===== config.mk =====
export PLATFORM = sky130hd
export DESIGN_NAME = timing_master_config_regs
export DESIGN_NICKNAME = d
export VERILOG_FILES = /design/src/rtl/synth_freq_decode.v /design/src/rtl/forced_state_decode.v /design/src/rtl/timing_master_config_regs.v
export VERILOG_INCLUDE_DIRS = /design/src /design/src/rtl
export SDC_FILE = /design/constraint.sdc
export NUM_CORES = 1
export LEC_CHECK = 0
export BUFFER_PORTS_ARGS = -buffer_cell sky130_fd_sc_hd__buf_2
export CORE_MARGIN = 2
export CORE_UTILIZATION = 37
export DETAILED_ROUTE_END_ITERATION = 10
export GPL_ROUTABILITY_DRIVEN = 0
export PLACE_DENSITY = 0.59
export SLEW_MARGIN = 20
export SYNTH_ARGS = -nofsm -noshare
export SYNTH_HDL_FRONTEND = slang
export SYNTH_SLANG_ARGS = --single-unit

===== constraint.sdc =====
create_clock -name ref_clk -period 1.8 [get_ports ref_clk]
set_clock_uncertainty 0.05 [all_clocks]
set_input_delay 0.36 -clock ref_clk [delete_from_list [all_inputs] [get_ports ref_clk]]
set_output_delay 0.36 -clock ref_clk [all_outputs]
set_load 0.03 [all_outputs]

===== src/rtl/timing_cfg_defs.vh =====
// Constants for the master configuration register bank.
// Assumes inclusion by bare name from the design files.
`ifndef TIMING_CFG_DEFS_VH
`define TIMING_CFG_DEFS_VH

// ----------------------------------------------------------------------
// Register offsets
// ----------------------------------------------------------------------
`define OFF_RESET_STATE   7'h32
`define OFF_OSC_HOLDOVER  7'h34
`define OFF_SYNTH_FAMILY  7'h38
`define OFF_SYNTH_FREQ    7'h39
`define OFF_DIFF_FORMAT   7'h3a
`define OFF_LOOP_OPTIONS  7'h3b

// ----------------------------------------------------------------------
// Reset values (strap-loaded bits are overlaid separately)
// ----------------------------------------------------------------------
`define RST_RESET_STATE   8'h20
`define RST_OSC_HOLDOVER  8'hc2
`define RST_SYNTH_FAMILY  8'h1f
`define RST_SYNTH_FREQ    8'h08
`define RST_DIFF_FORMAT   8'h02
`define RST_LOOP_OPTIONS  8'hfb

// ----------------------------------------------------------------------
// Field positions
// ----------------------------------------------------------------------
`define BIT_SOFT_RESET    7
`define BIT_FREQ_RANGE    5
`define BIT_LOCK_PIN      4
`define BIT_OSC_EDGE      5
`define BIT_FREERUN_HO    4
`define BIT_SONET_SDH     2
`define BIT_B_ALT         7
`define BIT_B_FAMILY      6
`define BIT_A_FAMILY      5
`define BIT_AUTO_BW       7
`define BIT_INT_LIMIT     3

// ----------------------------------------------------------------------
// Forced state codes
// ----------------------------------------------------------------------
`define ST_AUTO           3'h0
`define ST_FREERUN        3'h1
`define ST_HOLDOVER       3'h2
`define ST_UNUSED         3'h3
`define ST_LOCKED         3'h4
`define ST_PRELOCKED2     3'h5
`define ST_PRELOCKED      3'h6
`define ST_LOSS_OF_LOCK   3'h7

// ----------------------------------------------------------------------
// Synthesizer frequency codes (kHz, 0 = undefined)
// ----------------------------------------------------------------------
`define KHZ_1544          16'h0608
`define KHZ_2048          16'h0800
`define KHZ_6312          16'h18a8
`define KHZ_10000         16'h2710
`define KHZ_19440         16'h4bf0
`define KHZ_38880         16'h97e0

// ----------------------------------------------------------------------
// Output format codes
// ----------------------------------------------------------------------
`define FMT_OFF           2'h0
`define FMT_LVPECL        2'h1

`endif


===== src/rtl/synth_freq_decode.v =====
// Decodes one synthesizer's family, alternate and multiplier bits.
// Assumes the settings come straight from the register bank.
`timescale 1ns/100ps
`default_nettype none
`include "timing_cfg_defs.vh"

module synth_freq_decode #(
  parameter ALT_CAPABLE = 1
) (
  input  wire        family,
  input  wire        altFreq,
  input  wire [1:0]  multiplier,
  output reg  [15:0] freqKhz,
  output reg         freqValid
);

  always @* begin
    freqKhz   = 16'h0000;
    freqValid = 1'b1;
    if (ALT_CAPABLE != 0 && altFreq) begin
      case ({family, multiplier})
        3'b100:  freqKhz = `KHZ_19440;
        3'b101:  freqKhz = `KHZ_38880;
        3'b000:  freqKhz = `KHZ_6312;
        3'b010:  freqKhz = `KHZ_10000;
        default: freqValid = 1'b0;
      endcase
    end else if (family) begin
      freqKhz = `KHZ_1544 << multiplier;
    end else begin
      freqKhz = `KHZ_2048 << multiplier;
    end
  end

endmodule // synth_freq_decode
`default_nettype wire


===== src/rtl/forced_state_decode.v =====
// Decodes the forced DPLL state field into one-hot controls.
// Assumes the field is held in the register bank.
`timescale 1ns/100ps
`default_nettype none
`include "timing_cfg_defs.vh"

module forced_state_decode (
  input  wire [2:0] stateField,
  output reg        forceActive,
  output reg        forceFreerun,
  output reg        forceHoldover,
  output reg        forceLocked,
  output reg        forcePrelocked2,
  output reg        forcePrelocked,
  output reg        forceLossOfLock
);

  always @* begin
    forceActive     = (stateField != `ST_AUTO);
    forceFreerun    = 1'b0;
    forceHoldover   = 1'b0;
    forceLocked     = 1'b0;
    forcePrelocked2 = 1'b0;
    forcePrelocked  = 1'b0;
    forceLossOfLock = 1'b0;
    case (stateField)
      `ST_FREERUN:      forceFreerun    = 1'b1;
      `ST_HOLDOVER:     forceHoldover   = 1'b1;
      `ST_LOCKED:       forceLocked     = 1'b1;
      `ST_PRELOCKED2:   forcePrelocked2 = 1'b1;
      `ST_PRELOCKED:    forcePrelocked  = 1'b1;
      `ST_LOSS_OF_LOCK: forceLossOfLock = 1'b1;
      // Unused code: stored, forceActive set but no individual forced state asserted
      default:          forceFreerun    = 1'b0;
    endcase
  end

endmodule // forced_state_decode
`default_nettype wire


===== src/rtl/timing_master_config_regs.v =====
// Master configuration register bank of the line-card timing device.
// Assumes a synchronous byte-wide processor port on ref_clk; the DPLL,
// input monitors and output drivers sit outside and use these controls.
`timescale 1ns/100ps
`default_nettype none
`include "timing_cfg_defs.vh"

module timing_master_config_regs #(
  parameter AW = 7
) (
  input  wire          ref_clk,
  input  wire          rst_n,
  // Processor port
  input  wire [AW-1:0] regAddr,
  input  wire [7:0]    regWrData,
  input  wire          regWrEn,
  input  wire          regRdEn,
  output reg  [7:0]    regRdData,
  output wire          regHit,
  // Strap pin and DPLL status
  input  wire          sonetSdhStrap,
  input  wire [2:0]    dpllStateIn,
  input  wire          dpllAtLimit,
  input  wire          dpllAcquiring,
  // Controls out
  output wire          deviceResetHold,
  output wire          freqRangeDetectEn,
  output wire          lockPinOut,
  output wire          lockPinOe,
  output wire          forceActive,
  output wire          forceFreerun,
  output wire          forceHoldover,
  output wire          forceLocked,
  output wire          forcePrelocked2,
  output wire          forcePrelocked,
  output wire          forceLossOfLock,
  output wire          oscFallingEdge,
  output wire          holdoverZeroOffset,
  output wire [15:0]   inputCode1Khz,
  output wire [15:0]   synthAFreqKhz,
  output wire [15:0]   synthBFreqKhz,
  output wire          synthBFreqValid,
  output wire          diffOutPowerDown,
  output wire          diffOutLvpecl,
  output wire          diffOutLvds,
  output wire          useAcqBandwidth,
  output wire          freezeIntegral
);

  // --------------------------------------------------------------------
  // Storage
  // --------------------------------------------------------------------
  reg  [7:0] resetState_q;
  reg  [7:0] oscHoldover_q;
  reg  [7:0] synthFamily_q;
  reg  [7:0] synthFreq_q;
  reg  [7:0] diffFormat_q;
  reg  [7:0] loopOptions_q;
  reg        strapLatched_q;

  wire       softReset = resetState_q[`BIT_SOFT_RESET];

  // Strap value overlaid onto the three rate-select defaults
  function [7:0] withStrap;
    input [7:0] base;
    input integer pos;
    input       strap;
    begin
      withStrap      = base;
      withStrap[pos] = strap;
    end
  endfunction

  function sel;
    input [AW-1:0] a;
    input [AW-1:0] off;
    begin
      sel = (a == off);
    end
  endfunction

  // --------------------------------------------------------------------
  // Strap capture
  // --------------------------------------------------------------------
  // Sampled while the pin reset is held, never during soft reset, so a
  // soft reset reuses the last pin-reset capture.
  always @(posedge ref_clk) begin
    if (!rst_n) begin
      strapLatched_q <= sonetSdhStrap;
    end
  end

  // --------------------------------------------------------------------
  // Register writes
  // --------------------------------------------------------------------
  localparam NREG = 6;

  // Offset of each stored register; one table feeds both the write
  // strobes and the hit flag so the two can never disagree.
  function [AW-1:0] regOffset;
    input integer idx;
    begin
      case (idx)
        0:       regOffset = `OFF_RESET_STATE;
        1:       regOffset = `OFF_OSC_HOLDOVER;
        2:       regOffset = `OFF_SYNTH_FAMILY;
        3:       regOffset = `OFF_SYNTH_FREQ;
        4:       regOffset = `OFF_DIFF_FORMAT;
        default: regOffset = `OFF_LOOP_OPTIONS;
      endcase
    end
  endfunction

  wire [NREG-1:0] addrHit;

  // One comparator per stored register
  genvar g;
  generate
    for (g = 0; g < NREG; g = g + 1) begin : gAddrHit
      assign addrHit[g] = sel(regAddr, regOffset(g));
    end
  endgenerate

  wire wrReset  = regWrEn && addrHit[0];
  wire wrOsc    = regWrEn && addrHit[1];
  wire wrFamily = regWrEn && addrHit[2];
  wire wrFreq   = regWrEn && addrHit[3];
  wire wrFormat = regWrEn && addrHit[4];
  wire wrLoop   = regWrEn && addrHit[5];

  // Reset bit itself survives soft reset so software can release it
  always @(posedge ref_clk) begin
    if (!rst_n) begin
      resetState_q <= `RST_RESET_STATE;
    end else if (wrReset) begin
      resetState_q <= regWrData;
    end else if (softReset) begin
      resetState_q <= `RST_RESET_STATE | 8'h80;
    end
  end

  // Strap-loaded fields: pin reset takes the live pin value through the
  // latch path one cycle later; reset values use the held capture.
  wire [7:0] oscDefault = withStrap(`RST_OSC_HOLDOVER, `BIT_SONET_SDH,
                                    strapLatched_q);
  wire [7:0] famDefault = withStrap(withStrap(`RST_SYNTH_FAMILY,
                                    `BIT_B_FAMILY, strapLatched_q),
                                    `BIT_A_FAMILY, strapLatched_q);

  // Registers still held at defaults while rst_n is low; strap bits are
  // rewritten the first cycle after release from the captured value.
  reg rstDone_q;
  always @(posedge ref_clk) begin
    if (!rst_n) begin
      rstDone_q <= 1'b0;
    end else begin
      rstDone_q <= 1'b1;
    end
  end

  always @(posedge ref_clk) begin
    if (!rst_n) begin
      oscHoldover_q <= `RST_OSC_HOLDOVER;
      synthFamily_q <= `RST_SYNTH_FAMILY;
      synthFreq_q   <= `RST_SYNTH_FREQ;
      diffFormat_q  <= `RST_DIFF_FORMAT;
      loopOptions_q <= `RST_LOOP_OPTIONS;
    end else if (softReset || !rstDone_q) begin
      oscHoldover_q <= oscDefault;
      synthFamily_q <= famDefault;
      synthFreq_q   <= `RST_SYNTH_FREQ;
      diffFormat_q  <= `RST_DIFF_FORMAT;
      loopOptions_q <= `RST_LOOP_OPTIONS;
    end else begin
      if (wrOsc) begin
        oscHoldover_q <= regWrData;
      end
      if (wrFamily) begin
        synthFamily_q <= regWrData;
      end
      if (wrFreq) begin
        synthFreq_q <= regWrData;
      end
      if (wrFormat) begin
        diffFormat_q <= regWrData;
      end
      if (wrLoop) begin
        loopOptions_q <= regWrData;
      end
    end
  end

  // --------------------------------------------------------------------
  // Register reads
  // --------------------------------------------------------------------
  assign regHit = |addrHit;

  reg [7:0] rdMux;
  always @* begin
    case (regAddr)
      `OFF_RESET_STATE:  rdMux = resetState_q;
      `OFF_OSC_HOLDOVER: rdMux = oscHoldover_q;
      `OFF_SYNTH_FAMILY: rdMux = synthFamily_q;
      `OFF_SYNTH_FREQ:   rdMux = synthFreq_q;
      `OFF_DIFF_FORMAT:  rdMux = diffFormat_q;
      `OFF_LOOP_OPTIONS: rdMux = loopOptions_q;
      default:           rdMux = 8'h00;
    endcase
  end

  // Read data registered; unmapped offsets read zero
  always @(posedge ref_clk) begin
    if (!rst_n) begin
      regRdData <= 8'h00;
    end else if (regRdEn) begin
      regRdData <= rdMux;
    end
  end

  // --------------------------------------------------------------------
  // Control decode
  // --------------------------------------------------------------------
  // Every downstream block treats this as its own synchronous reset
  assign deviceResetHold   = softReset;
  // Gated during soft reset so downstream logic sees idle controls
  assign freqRangeDetectEn = resetState_q[`BIT_FREQ_RANGE]
                             && !softReset;

  // Lock pin: driven only when enabled and out of reset; the
  // tri-state buffer itself sits outside this bank
  assign lockPinOe  = resetState_q[`BIT_LOCK_PIN]
                      && !softReset;
  assign lockPinOut = lockPinOe && (dpllStateIn == `ST_LOCKED);

  forced_state_decode uForced (
    .stateField      (resetState_q[2:0]),
    .forceActive     (forceActive),
    .forceFreerun    (forceFreerun),
    .forceHoldover   (forceHoldover),
    .forceLocked     (forceLocked),
    .forcePrelocked2 (forcePrelocked2),
    .forcePrelocked  (forcePrelocked),
    .forceLossOfLock (forceLossOfLock)
  );

  assign oscFallingEdge     = oscHoldover_q[`BIT_OSC_EDGE];
  assign holdoverZeroOffset = oscHoldover_q[`BIT_FREERUN_HO];
  assign inputCode1Khz      = oscHoldover_q[`BIT_SONET_SDH] ?
                              `KHZ_1544 : `KHZ_2048;

  synth_freq_decode #(
    .ALT_CAPABLE (0)
  ) uSynthA (
    .family     (synthFamily_q[`BIT_A_FAMILY]),
    .altFreq    (1'b0),
    .multiplier (synthFreq_q[5:4]),
    .freqKhz    (synthAFreqKhz),
    .freqValid  ()
  );

  synth_freq_decode #(
    .ALT_CAPABLE (1)
  ) uSynthB (
    .family     (synthFamily_q[`BIT_B_FAMILY]),
    .altFreq    (synthFamily_q[`BIT_B_ALT]),
    .multiplier (synthFreq_q[7:6]),
    .freqKhz    (synthBFreqKhz),
    .freqValid  (synthBFreqValid)
  );

  // Codes 10 and 11 both select LVDS; swing trim is software's job
  assign diffOutPowerDown = (diffFormat_q[1:0] == `FMT_OFF);
  assign diffOutLvpecl    = (diffFormat_q[1:0] == `FMT_LVPECL);
  assign diffOutLvds      = diffFormat_q[1];

  assign useAcqBandwidth = loopOptions_q[`BIT_AUTO_BW]
                           && dpllAcquiring;
  assign freezeIntegral  = loopOptions_q[`BIT_INT_LIMIT]
                           && dpllAtLimit;

endmodule // timing_master_config_regs
`default_nettype wire


==> qor.txt, run 1 <==
status -> finished, violations left
failing checks -> setup timing
Die Ht -> 99.0 um
WL/cell -> 15.7 um
DR vias/cell -> 5.13
port bufs -> 79
DR pass1 iterations -> 4
fin worst setup slack -> -0.137 ns
number of enable flip-flop cells after synthesis -> 1
CP required -> 1.39 ns
Fin. Hold Viols -> 0
sequential share of the synthesized area -> 35.1%
slowest stage delay, CP -> 0.34 ns
final setup fails -> 8
crit-path most repeated cell -> buf_6
FFs w/ async S/R, synth -> 0%
1st-iter DRT viols -> 171
CP delay by family, top -> simple AND/OR/NAND/NOR gates
final worst path period need -> 1.94 ns
post-route ant nets -> 0
diode count -> 0
DRC Markers -> 0
CP Depth -> 5
worst vdd ir -> 0.000386 V
Synthesis Warnings -> 0
cts hold-fix bufs -> 0
RSZ-0062 raised after global routing -> true
die width -> 99.0 um
Mapped Area -> 3340 um^2
Total GRT Usage -> 19.0%
WS Path Type -> reg2out
CTS sink cnt -> 58
vias in the first global route -> 2921
worst slew pin tran -> 0.512 ns
row count -> 34
Post-layout nets -> 513
critical path arrival -> 1.53 ns
WP buf/inv -> 2
CTS buffer count -> 9
Hold WC Path Type -> in2reg
Fin Setup TNS -> -0.510 ns
first-pass GRT wire length -> 14.7 mm
CTS tree -> yes
Root Driver -> clkbuf_8
Final Cycle Share -> 108%
Initial Util -> 38.3%
die area -> 9800 um^2
slowest CP cell -> dfxtp_2
H-tree depth -> 3
type of origin of the critical path -> flip-flop
vias post-DR -> 3054
f_max -> 0.516 GHz
kind of end point of the critical path -> output port
Slew Limit Fails -> 0
worst hold stages -> 1
Slew headroom -> 65.5%
CP Max Fanout -> 6
deepest clock path buffer count -> 2
Unique masters post-synth -> 50
hpwl dp -> 6.80 mm
Synth Area per Inst -> 8.63 um^2
Yosys reg bits -> 58
largest net degree at the start of global routing -> 31
Core Region -> 8720 um^2
crit-path cells -> buf_6 > nor3_2 > nor2_1 > o2bb2ai_2 > buf_6
Pleak -> 2.04 nW
# IOs -> 101
initial antenna violation count -> 0
area added between synthesis and finish -> 31.3%
clock-pin slew on the worst setup and hold paths -> 0.06 ns
Synth Instances -> 387
max-cap viol count -> 0
PwrDens -> 651 nW/um^2
layout cells sized above 1 -> 36.3%
R2R depth -> 5
worst skew pair latency -> 0.34 ns
top_reg_cell synth -> dfxtp_1
GRT Residual Overflow -> 0
worst slack at placement -> 0.0798 ns
routed wire length -> 9.32 mm
path summary, 6_finish.rpt:
path / start / end / slack [ns]
worst max-delay path: synthFreq_q[6] / synthBFreqKhz[12] / -0.14
worst max register to register: resetState_q[7] / synthFreq_q[0] / 0.33
worst min-delay path: sonetSdhStrap / strapLatched_q / 0.15
worst min register to register: regRdData[7] / regRdData[7] / 0.40
cells in the final DEF (no fill, tap or decap), drive strengths merged, types with 3 or more instances in the layout:
master,n
a21boi,5
a21oi,22
a221oi,5
a22o,8
a22oi,5
and2,9
buf,111
clkbuf,14
clkinv,3
conb,21
dfxtp,57
ha,6
inv,7
mux2i,36
nand2,56
nand2b,3
nand3,20
nand3b,7
nor2,27
nor2b,15
nor3,5
nor3b,3
o21ai,16
final cells by class:
cell class,count,area (um^2)
fillers,821,4330
multi-input cells,293,2060
flip-flops and latches,58,1190
repair buffers,111,782
clock buffers,14,173
well taps,108,135
inverters,9,37.5
clock inverters,2,10.0
cells by family after synthesis:
family | Yosys count | synth area share, %
buffers and inverters | 56 | 10.5
xor gates and xnor gates | 1 | 0.262
muxes | 38 | 11.5
DFF | 58 | 35.1
and+or+nand+nor | 157 | 26.4
other | 1 | 0.112
adders and majority gates | 6 | 2.25
AOI/OAI and AO/OA | 70 | 14.0
state kept, by name, indices dropped and copies added (netlist names), 8 cells and up:
signal and cells:
diffFormat_q 8, loopOptions_q 8, oscHoldover_q 8, regRdData 8, resetState_q 8, synthFamily_q 8
synthFreq_q 8
routing by layer:
layer  global-route usage, %  part of all wire (%)  vias to the layer above
li1                        -                     -                     1491
met1                    24.0                    43                     1461
met2                    31.9                    50                       89
met3                    4.18                   5.4                       13
met4                    6.53                   1.6                        0
met5                       0                     0                        -
power by group:
| part | internal (mW) | switching (mW) | total, mW |
|---|---|---|---|
| Sequential | 1.29 | 0.0132 | 1.31 |
| Combinational | 0.152 | 0.286 | 0.438 |
| Clock | 0.609 | 0.504 | 1.11 |
| Total | 2.05 | 0.803 | 2.86 |
Yosys cell counts (3+ instances only):
| library cell | instances | share of area [%] |
|---|---|---|
| nand3_1 | 18 | 2.7 |
| buf_6 | 3 | 1.0 |
| a21oi_1 | 22 | 3.3 |
| dfxtp_1 | 57 | 34 |
| o21ai_1 | 11 | 1.6 |
| a22o_1 | 8 | 2.1 |
| a21boi_1 | 3 | 0.67 |
| ha_1 | 6 | 2.2 |
| nand2_1 | 56 | 6.3 |
| buf_2 | 4 | 0.60 |
| inv_1 | 8 | 0.90 |
| clkbuf_1 | 9 | 1.0 |
| nor2b_1 | 15 | 2.8 |
| o21ai_0 | 5 | 0.75 |
| a221oi_1 | 5 | 1.3 |
| nor3b_1 | 3 | 0.67 |
| mux2i_1 | 36 | 11 |
| nor3_1 | 5 | 0.75 |
| nand3b_1 | 7 | 1.6 |
| and2_1 | 9 | 1.7 |
| nor2_1 | 26 | 2.9 |
| a22oi_1 | 5 | 1.1 |
| buf_4 | 30 | 6.7 |
timing repair:
item / in CTS / in global routing
pin swaps: 5 / 3
hold endpoints to repair: 0 / 0
resized for setup: 54 / 34
setup endpoints to repair: 13 / 18
gates cloned: 0 / 0
setup buffers: 3 / 2
per-stage QoR:
stage          total power, mW  std cells  hold slack (ns)  utilization [%]  instance area (um^2)
2_1_floorplan             1.64        407            0.338                -                  3440
3_3_place_gp              1.74        575            0.390             44.7                  3900
3_5_place_dp              1.74        575            0.399             44.7                  3900
4_1_cts                   2.86        593            0.146             48.9                  4260
5_1_grt                   2.95        595            0.145             50.3                  4390
6_report                  2.86        595            0.151             50.3                  4390
No activity file was read; power rests on OpenSTA's default activity.
==> inputs of run 2 (changes only) <==
--- a/config.mk
+++ b/config.mk
@@ -7,7 +7,6 @@
 export NUM_CORES = 1
 export LEC_CHECK = 0
 export BUFFER_PORTS_ARGS = -buffer_cell sky130_fd_sc_hd__buf_2
-export CORE_MARGIN = 2
 export CORE_UTILIZATION = 37
 export DETAILED_ROUTE_END_ITERATION = 10
 export GPL_ROUTABILITY_DRIVEN = 0
==> run 2 against run 1 <==
Global-route usage down 0.13 points. Final cell count up 0.50%. Maximum frequency up 3.7%. Via count down 1.7%. Highest routed layer unchanged. Die area down 4.0%. The run still ends with setup timing left. Wire length down 2.9%. Non-clock buffer count up 3. Hold slack better by 0.00094 ns. Sequential share of layout area down 0.39 points. Critical path depth up 1. Count of clock-buffer cells in the layout down 3. Register-to-register slack better by 0.10 ns.
==> qor.txt, run 2 (synthesis gave the netlist of run 1 again) <==
status -> finished, violations left (unchanged)
failing checks -> setup timing (unchanged)
Root Driver -> clkbuf_8 (unchanged)
kind of end point of the critical path -> output port (unchanged)
commonest non-fill, non-tap cell in the layout -> buf_2 (unchanged)
die area -> 9410 um^2 (was 9800 um^2)
area added between synthesis and finish -> 32.6% (was 31.3%)
vias in the first global route -> 2761 (was 2921)
type of origin of the critical path -> flip-flop (unchanged)
layout cells sized above 1 -> 36.3% (about the same)
Die Ht -> 97.0 um (was 99.0 um)
DR pass1 iterations -> 4 (unchanged)
first-pass GRT wire length -> 14.1 mm (was 14.7 mm)
combinational power share -> 14.3% (was 15.3%)
clock-pin slew on the worst setup and hold paths -> 0.07 ns (was 0.06 ns)
routed wire length -> 9.04 mm (was 9.32 mm)
CTS sink cnt -> 58 (unchanged)
worst slack at placement -> 0.0178 ns (was 0.0798 ns)
share of power burned in registers -> 42.6% (was 45.7%)
met2 wire len -> 4.41 mm (was 4.68 mm)
DRC Markers -> 0 (unchanged)
row count -> 34 (unchanged)
worst skew pair latency -> 0.34 ns (about the same)
Pint -> 2.26 mW (was 2.05 mW)
die width -> 97.0 um (was 99.0 um)
RSZ-0062 raised after global routing -> true (unchanged)
final setup fails -> 9 (was 8)
post-layout util -> 50.8% (was 50.3%)
CP Max Fanout -> 6 (unchanged)
hpwl dp -> 6.55 mm (was 6.80 mm)
Hold WC Path Type -> in2reg (unchanged)
reg-to-reg slack, setup -> 0.43 ns (was 0.33 ns)
port bufs -> 79 (unchanged)
wl on met1 -> 4.17 mm (was 3.98 mm)
CP required -> 1.39 ns (about the same)
largest net degree at the start of global routing -> 31 (unchanged)
most frequent cells in the layout -> buf_2, nand2_1, dfxtp_1 (unchanged)
WS Path Type -> reg2out (unchanged)
f_max -> 0.535 GHz (was 0.516 GHz)
critical path arrival -> 1.46 ns (was 1.53 ns)
Initial Util -> 38.3% (unchanged)
met3 routed WL -> 392 um (was 499 um)
Fin. Hold Viols -> 0 (unchanged)
final worst path period need -> 1.87 ns (was 1.94 ns)
switching pwr -> 0.806 mW (was 0.803 mW)
max layer used -> met4 (unchanged)
CTS tree -> yes (unchanged)
vias post-DR -> 3001 (was 3054)
PwrDens -> 693 nW/um^2 (was 651 nW/um^2)
Slew headroom -> 66.1% (was 65.5%)
crit path to -> synthBFreqKhz[12] (unchanged)
initial antenna violation count -> 0 (unchanged)
Slew Limit Fails -> 0 (unchanged)
DR vias/cell -> 5.02 (was 5.13)
H-tree depth -> 3 (unchanged)
Final Cycle Share -> 104% (was 108%)
clock network fraction of total power -> 43.1% (was 39.0%)
Core Region -> 8720 um^2 (unchanged)
GRT Residual Overflow -> 0 (unchanged)
WL/cell -> 15.1 um (was 15.7 um)
R2R depth -> 5 (unchanged)
R2R Path Start -> synthFreq_q[5] (was resetState_q[7])
# IOs -> 101 (unchanged)
CTS buffer count -> 9 (unchanged)
worst slew pin tran -> 0.504 ns (was 0.512 ns)
worst vdd ir -> 0.000447 V (was 0.000386 V)
final non-filler cell area -> 4430 um^2 (was 4390 um^2)
fin worst setup slack -> -0.0684 ns (was -0.137 ns)
number of fill cells -> 838 (was 821)
diode count -> 0 (unchanged)
deepest clock path buffer count -> 2 (unchanged)
reg-to-reg endpoint -> regRdData[5] (was synthFreq_q[0])
Post-layout nets -> 516 (was 513)
Sw Share -> 26.3% (was 28.1%)
crit path from -> synthFreq_q[6] (unchanged)
Pleak -> 2.05 nW (was 2.04 nW)
post-route ant nets -> 0 (unchanged)
1st-iter DRT viols -> 142 (was 171)
Hold Slack -> 0.152 ns (was 0.151 ns)
max-cap viol count -> 0 (unchanged)
placed cell areas -> 3900 um^2 (unchanged)
Total GRT Usage -> 18.9% (was 19.0%)
==> run 2: area by class of cell <==
cell class                      instances  area, um^2  area share, %
Sequential cell                        58        1190           26.8
Clock buffer                           11         141           3.19
Inverter                                9        33.8          0.763
Tap cell                              108         135           3.05
Clock inverter                          5        77.6           1.75
Multi-Input combinational cell        293        2060           46.4
Timing Repair Buffer                  114         798           18.0
==> run 2: what timing repair did <==
action,CTS,global route
hold endpoints to repair,0,0
resized for setup,56,26
hold buffers,0,0
buffers inserted,6,1
pin swaps,9,5
endpoints found under the setup margin,13,17
==> run 2: how the worst min path moves through the flow <==
stage             startpoint              to  depth (start not counted)  slack (ns)
2_1_floorplan          rst_n       rstDone_q                          0        0.34
3_3_place_gp    regRdData[4]    regRdData[4]                          2        0.39
3_5_place_dp    regRdData[4]    regRdData[4]                          2        0.39
4_1_cts        sonetSdhStrap  strapLatched_q                          1        0.14
5_1_grt        sonetSdhStrap  strapLatched_q                          1        0.13
6_report       sonetSdhStrap  strapLatched_q                          1        0.15
==> run 2: routing by layer <==
metal	up-vias	global-route usage [%]
met5	-	0
met4	0	3.56
met3	7	4.41
met2	72	30.8
met1	1425	25.4
li1	1497	-
==> run 2: power by group through the flow <==
stage	clock network, mW	logic (mW)	registers, mW
finish	1.32	0.437	1.31
detailed placement	0	0.403	1.34
global route	1.41	0.466	1.31
global placement	0	0.400	1.34
CTS	1.34	0.431	1.31
floorplan	0	0.310	1.33
==> run 2: stage by stage <==
stage	power, mW	setup TNS (ns)	std cells
2_1_floorplan	1.64	-0.301	407
3_3_place_gp	1.74	0	575
3_5_place_dp	1.74	0	575
4_1_cts	3.08	-0.252	597
5_1_grt	3.18	-1.21	598
6_report	3.07	-0.357	598
==> run 2: worst max-delay path, stage by stage, from the launching register on <==
cell and delay, ns:
dfxtp_2 0.35, buf_6 0.14, ha_4 0.12, nor2b_4 0.15, nor2_2 0.05, o2bb2ai_2 0.16, buf_6 0.15
==> inputs of run 3 (changes only) <==
--- a/config.mk
+++ b/config.mk
@@ -7,10 +7,10 @@
 export NUM_CORES = 1
 export LEC_CHECK = 0
 export BUFFER_PORTS_ARGS = -buffer_cell sky130_fd_sc_hd__buf_2
-export CORE_UTILIZATION = 37
+export CORE_UTILIZATION = 52
 export DETAILED_ROUTE_END_ITERATION = 10
 export GPL_ROUTABILITY_DRIVEN = 0
-export PLACE_DENSITY = 0.59
+export PLACE_DENSITY = 0.79
 export SLEW_MARGIN = 20
 export SYNTH_ARGS = -nofsm -noshare
 export SYNTH_HDL_FRONTEND = slang
==> run 3 against run 2 <==
The run still ends with setup timing left. Count of clock-buffer cells in the layout stayed put. Global-route usage is 10 points higher. Clock power is 14% higher. Utilization is 21 points higher. Critical endpoint unchanged. Largest power group unchanged.
==> qor.txt, run 3 (synthesis gave the netlist of run 1 again) <==
Final Cycle Share -> 105% (was 104%)
WL/cell -> 17.6 um (was 15.1 um)
CTS tree -> yes (unchanged)
Worst Hold Endpoint -> strapLatched_q (unchanged)
H-tree depth -> 3 (unchanged)
layout cells sized above 1 -> 36.5% (was 36.3%)
hpwl dp -> 6.05 mm (was 6.55 mm)
area added between synthesis and finish -> 30.8% (was 32.6%)
R2R Path Start -> resetState_q[7] (was synthFreq_q[5])
vias post-DR -> 3246 (was 3001)
final worst path period need -> 1.90 ns (was 1.87 ns)
Core Region -> 6060 um^2 (was 8720 um^2)
die width -> 82.2 um (was 97.0 um)
max-cap viol count -> 0 (unchanged)
reg-to-reg endpoint -> synthFreq_q[7] (was regRdData[5])
status -> finished, violations left (unchanged)
first-pass GRT wire length -> 14.1 mm (about the same)
GRT Residual Overflow -> 0 (unchanged)
f_max -> 0.527 GHz (was 0.535 GHz)
worst slack at placement -> 0.115 ns (was 0.0178 ns)
cts hold-fix bufs -> 0 (unchanged)
DRC Markers -> 0 (unchanged)
most frequent cells in the layout -> buf_2, nand2_1, dfxtp_1 (unchanged)
CP required -> 1.39 ns (about the same)
type of origin of the critical path -> flip-flop (unchanged)
worst hold stages -> 1 (unchanged)
Fin. Hold Viols -> 0 (unchanged)
initial antenna violation count -> 0 (unchanged)
fin worst setup slack -> -0.0968 ns (was -0.0684 ns)
DR pass1 iterations -> 5 (was 4)
worst skew pair latency -> 0.33 ns (was 0.34 ns)
post-route ant nets -> 0 (unchanged)
Initial Util -> 55.1% (was 38.3%)
placed cell areas -> 3770 um^2 (was 3900 um^2)
Hold WC Path Type -> in2reg (unchanged)
clock-pin slew on the worst setup and hold paths -> 0.07 ns (about the same)
vias in the first global route -> 2758 (was 2761)
die area -> 6750 um^2 (was 9410 um^2)
PwrDens -> 742 nW/um^2 (was 693 nW/um^2)
CTS buffer count -> 9 (unchanged)
Tot Pwr -> 3.24 mW (was 3.07 mW)
Root Driver -> clkbuf_8 (unchanged)
hold wc startpoint -> sonetSdhStrap (unchanged)
Total GRT Usage -> 29.0% (was 18.9%)
CP Max Fanout -> 7 (was 6)
R2R depth -> 5 (unchanged)
RSZ-0062 raised after global routing -> true (unchanged)
Post-layout nets -> 511 (was 516)
routed wire length -> 9.86 mm (was 9.04 mm)
diode count -> 0 (unchanged)
largest net degree at the start of global routing -> 19 (was 31)
1st-iter DRT viols -> 261 (was 142)
critical path arrival -> 1.49 ns (was 1.46 ns)
final non-filler cell area -> 4370 um^2 (was 4430 um^2)
Cells after DPL -> 534 (was 575)
WS Path Type -> reg2out (unchanged)
port bufs -> 79 (unchanged)
CTS sink cnt -> 58 (unchanged)
row count -> 28 (was 34)
worst vdd ir -> 0.000640 V (was 0.000447 V)
# IOs -> 101 (unchanged)
failing checks -> setup timing (unchanged)
deepest clock path buffer count -> 2 (unchanged)
DR vias/cell -> 5.80 (was 5.02)
Slew Limit Fails -> 0 (unchanged)
non-filler cells, final -> 560 (was 598)
reg-to-reg slack, setup -> 0.15 ns (was 0.43 ns)
commonest non-fill, non-tap cell in the layout -> buf_2 (unchanged)
kind of end point of the critical path -> output port (unchanged)
final setup fails -> 11 (was 9)
Pleak -> 2.04 nW (was 2.05 nW)
Die Ht -> 82.2 um (was 97.0 um)
run 3: final cells by class:
cell class / count / area (um^2)
multi-input cells: 293 / 2060
fillers: 440 / 1690
flip-flops and latches: 58 / 1190
repair buffers: 109 / 734
clock buffers: 11 / 151
clock inverters: 5 / 100
well taps: 75 / 93.8
inverters: 9 / 42.5
run 3: worst max-delay path, cell delays in order (launching register included):
cell and delay, ns:
dfxtp_2 0.35, buf_6 0.15, ha_4 0.13, nor2b_4 0.15, nor2_2 0.06, o2bb2ai_2 0.15
buf_6 0.16
run 3: report_power, final:
group	leakage (nW)	switching, mW	total [mW]	internal, mW
sequential	0.475	0.0141	1.31	1.29
clock	0.129	0.522	1.51	0.990
combinational	1.44	0.282	0.426	0.143
run 3: worst max path at each step:
stage,from,to,slack [ns],cells after the start
2_1_floorplan,synthFamily_q[7],synthBFreqKhz[5],-0.14,4
3_3_place_gp,synthFamily_q[6],synthBFreqKhz[12],0.12,5
3_5_place_dp,synthFamily_q[6],synthBFreqKhz[12],0.11,5
4_1_cts,synthFreq_q[6],synthBFreqKhz[14],-0.03,5
5_1_grt,synthFreq_q[6],synthBFreqKhz[12],-0.14,6
6_report,synthFreq_q[6],synthBFreqKhz[12],-0.1,6
run 3: repair_timing:
item / 4_1_cts / 5_1_grt
pin swaps: 9 / 3
gates resized for setup: 54 / 34
setup buffers: 7 / 3
endpoints found under the setup margin: 17 / 16
run 3: metrics by stage:
| stage | setup TNS (ns) | util, % | hold slack, ns |
|---|---|---|---|
| 6_report | -0.538 | 72.1 | 0.157 |
| 5_1_grt | -0.963 | 72.1 | 0.149 |
| 4_1_cts | -0.139 | 70.1 | 0.148 |
| 3_5_place_dp | 0 | 62.2 | 0.388 |
| 3_3_place_gp | 0 | 62.2 | 0.385 |
| 2_1_floorplan | -0.301 | - | 0.338 |
run 3: metal layers:
layer,part of all wire [%],vias to the layer above,global-route usage (%)
li1,-,1494,-
met4,4.8,0,14.4
met3,7.2,43,6.15
met2,49,170,48.3
met5,0,-,0
met1,39,1539,35.4
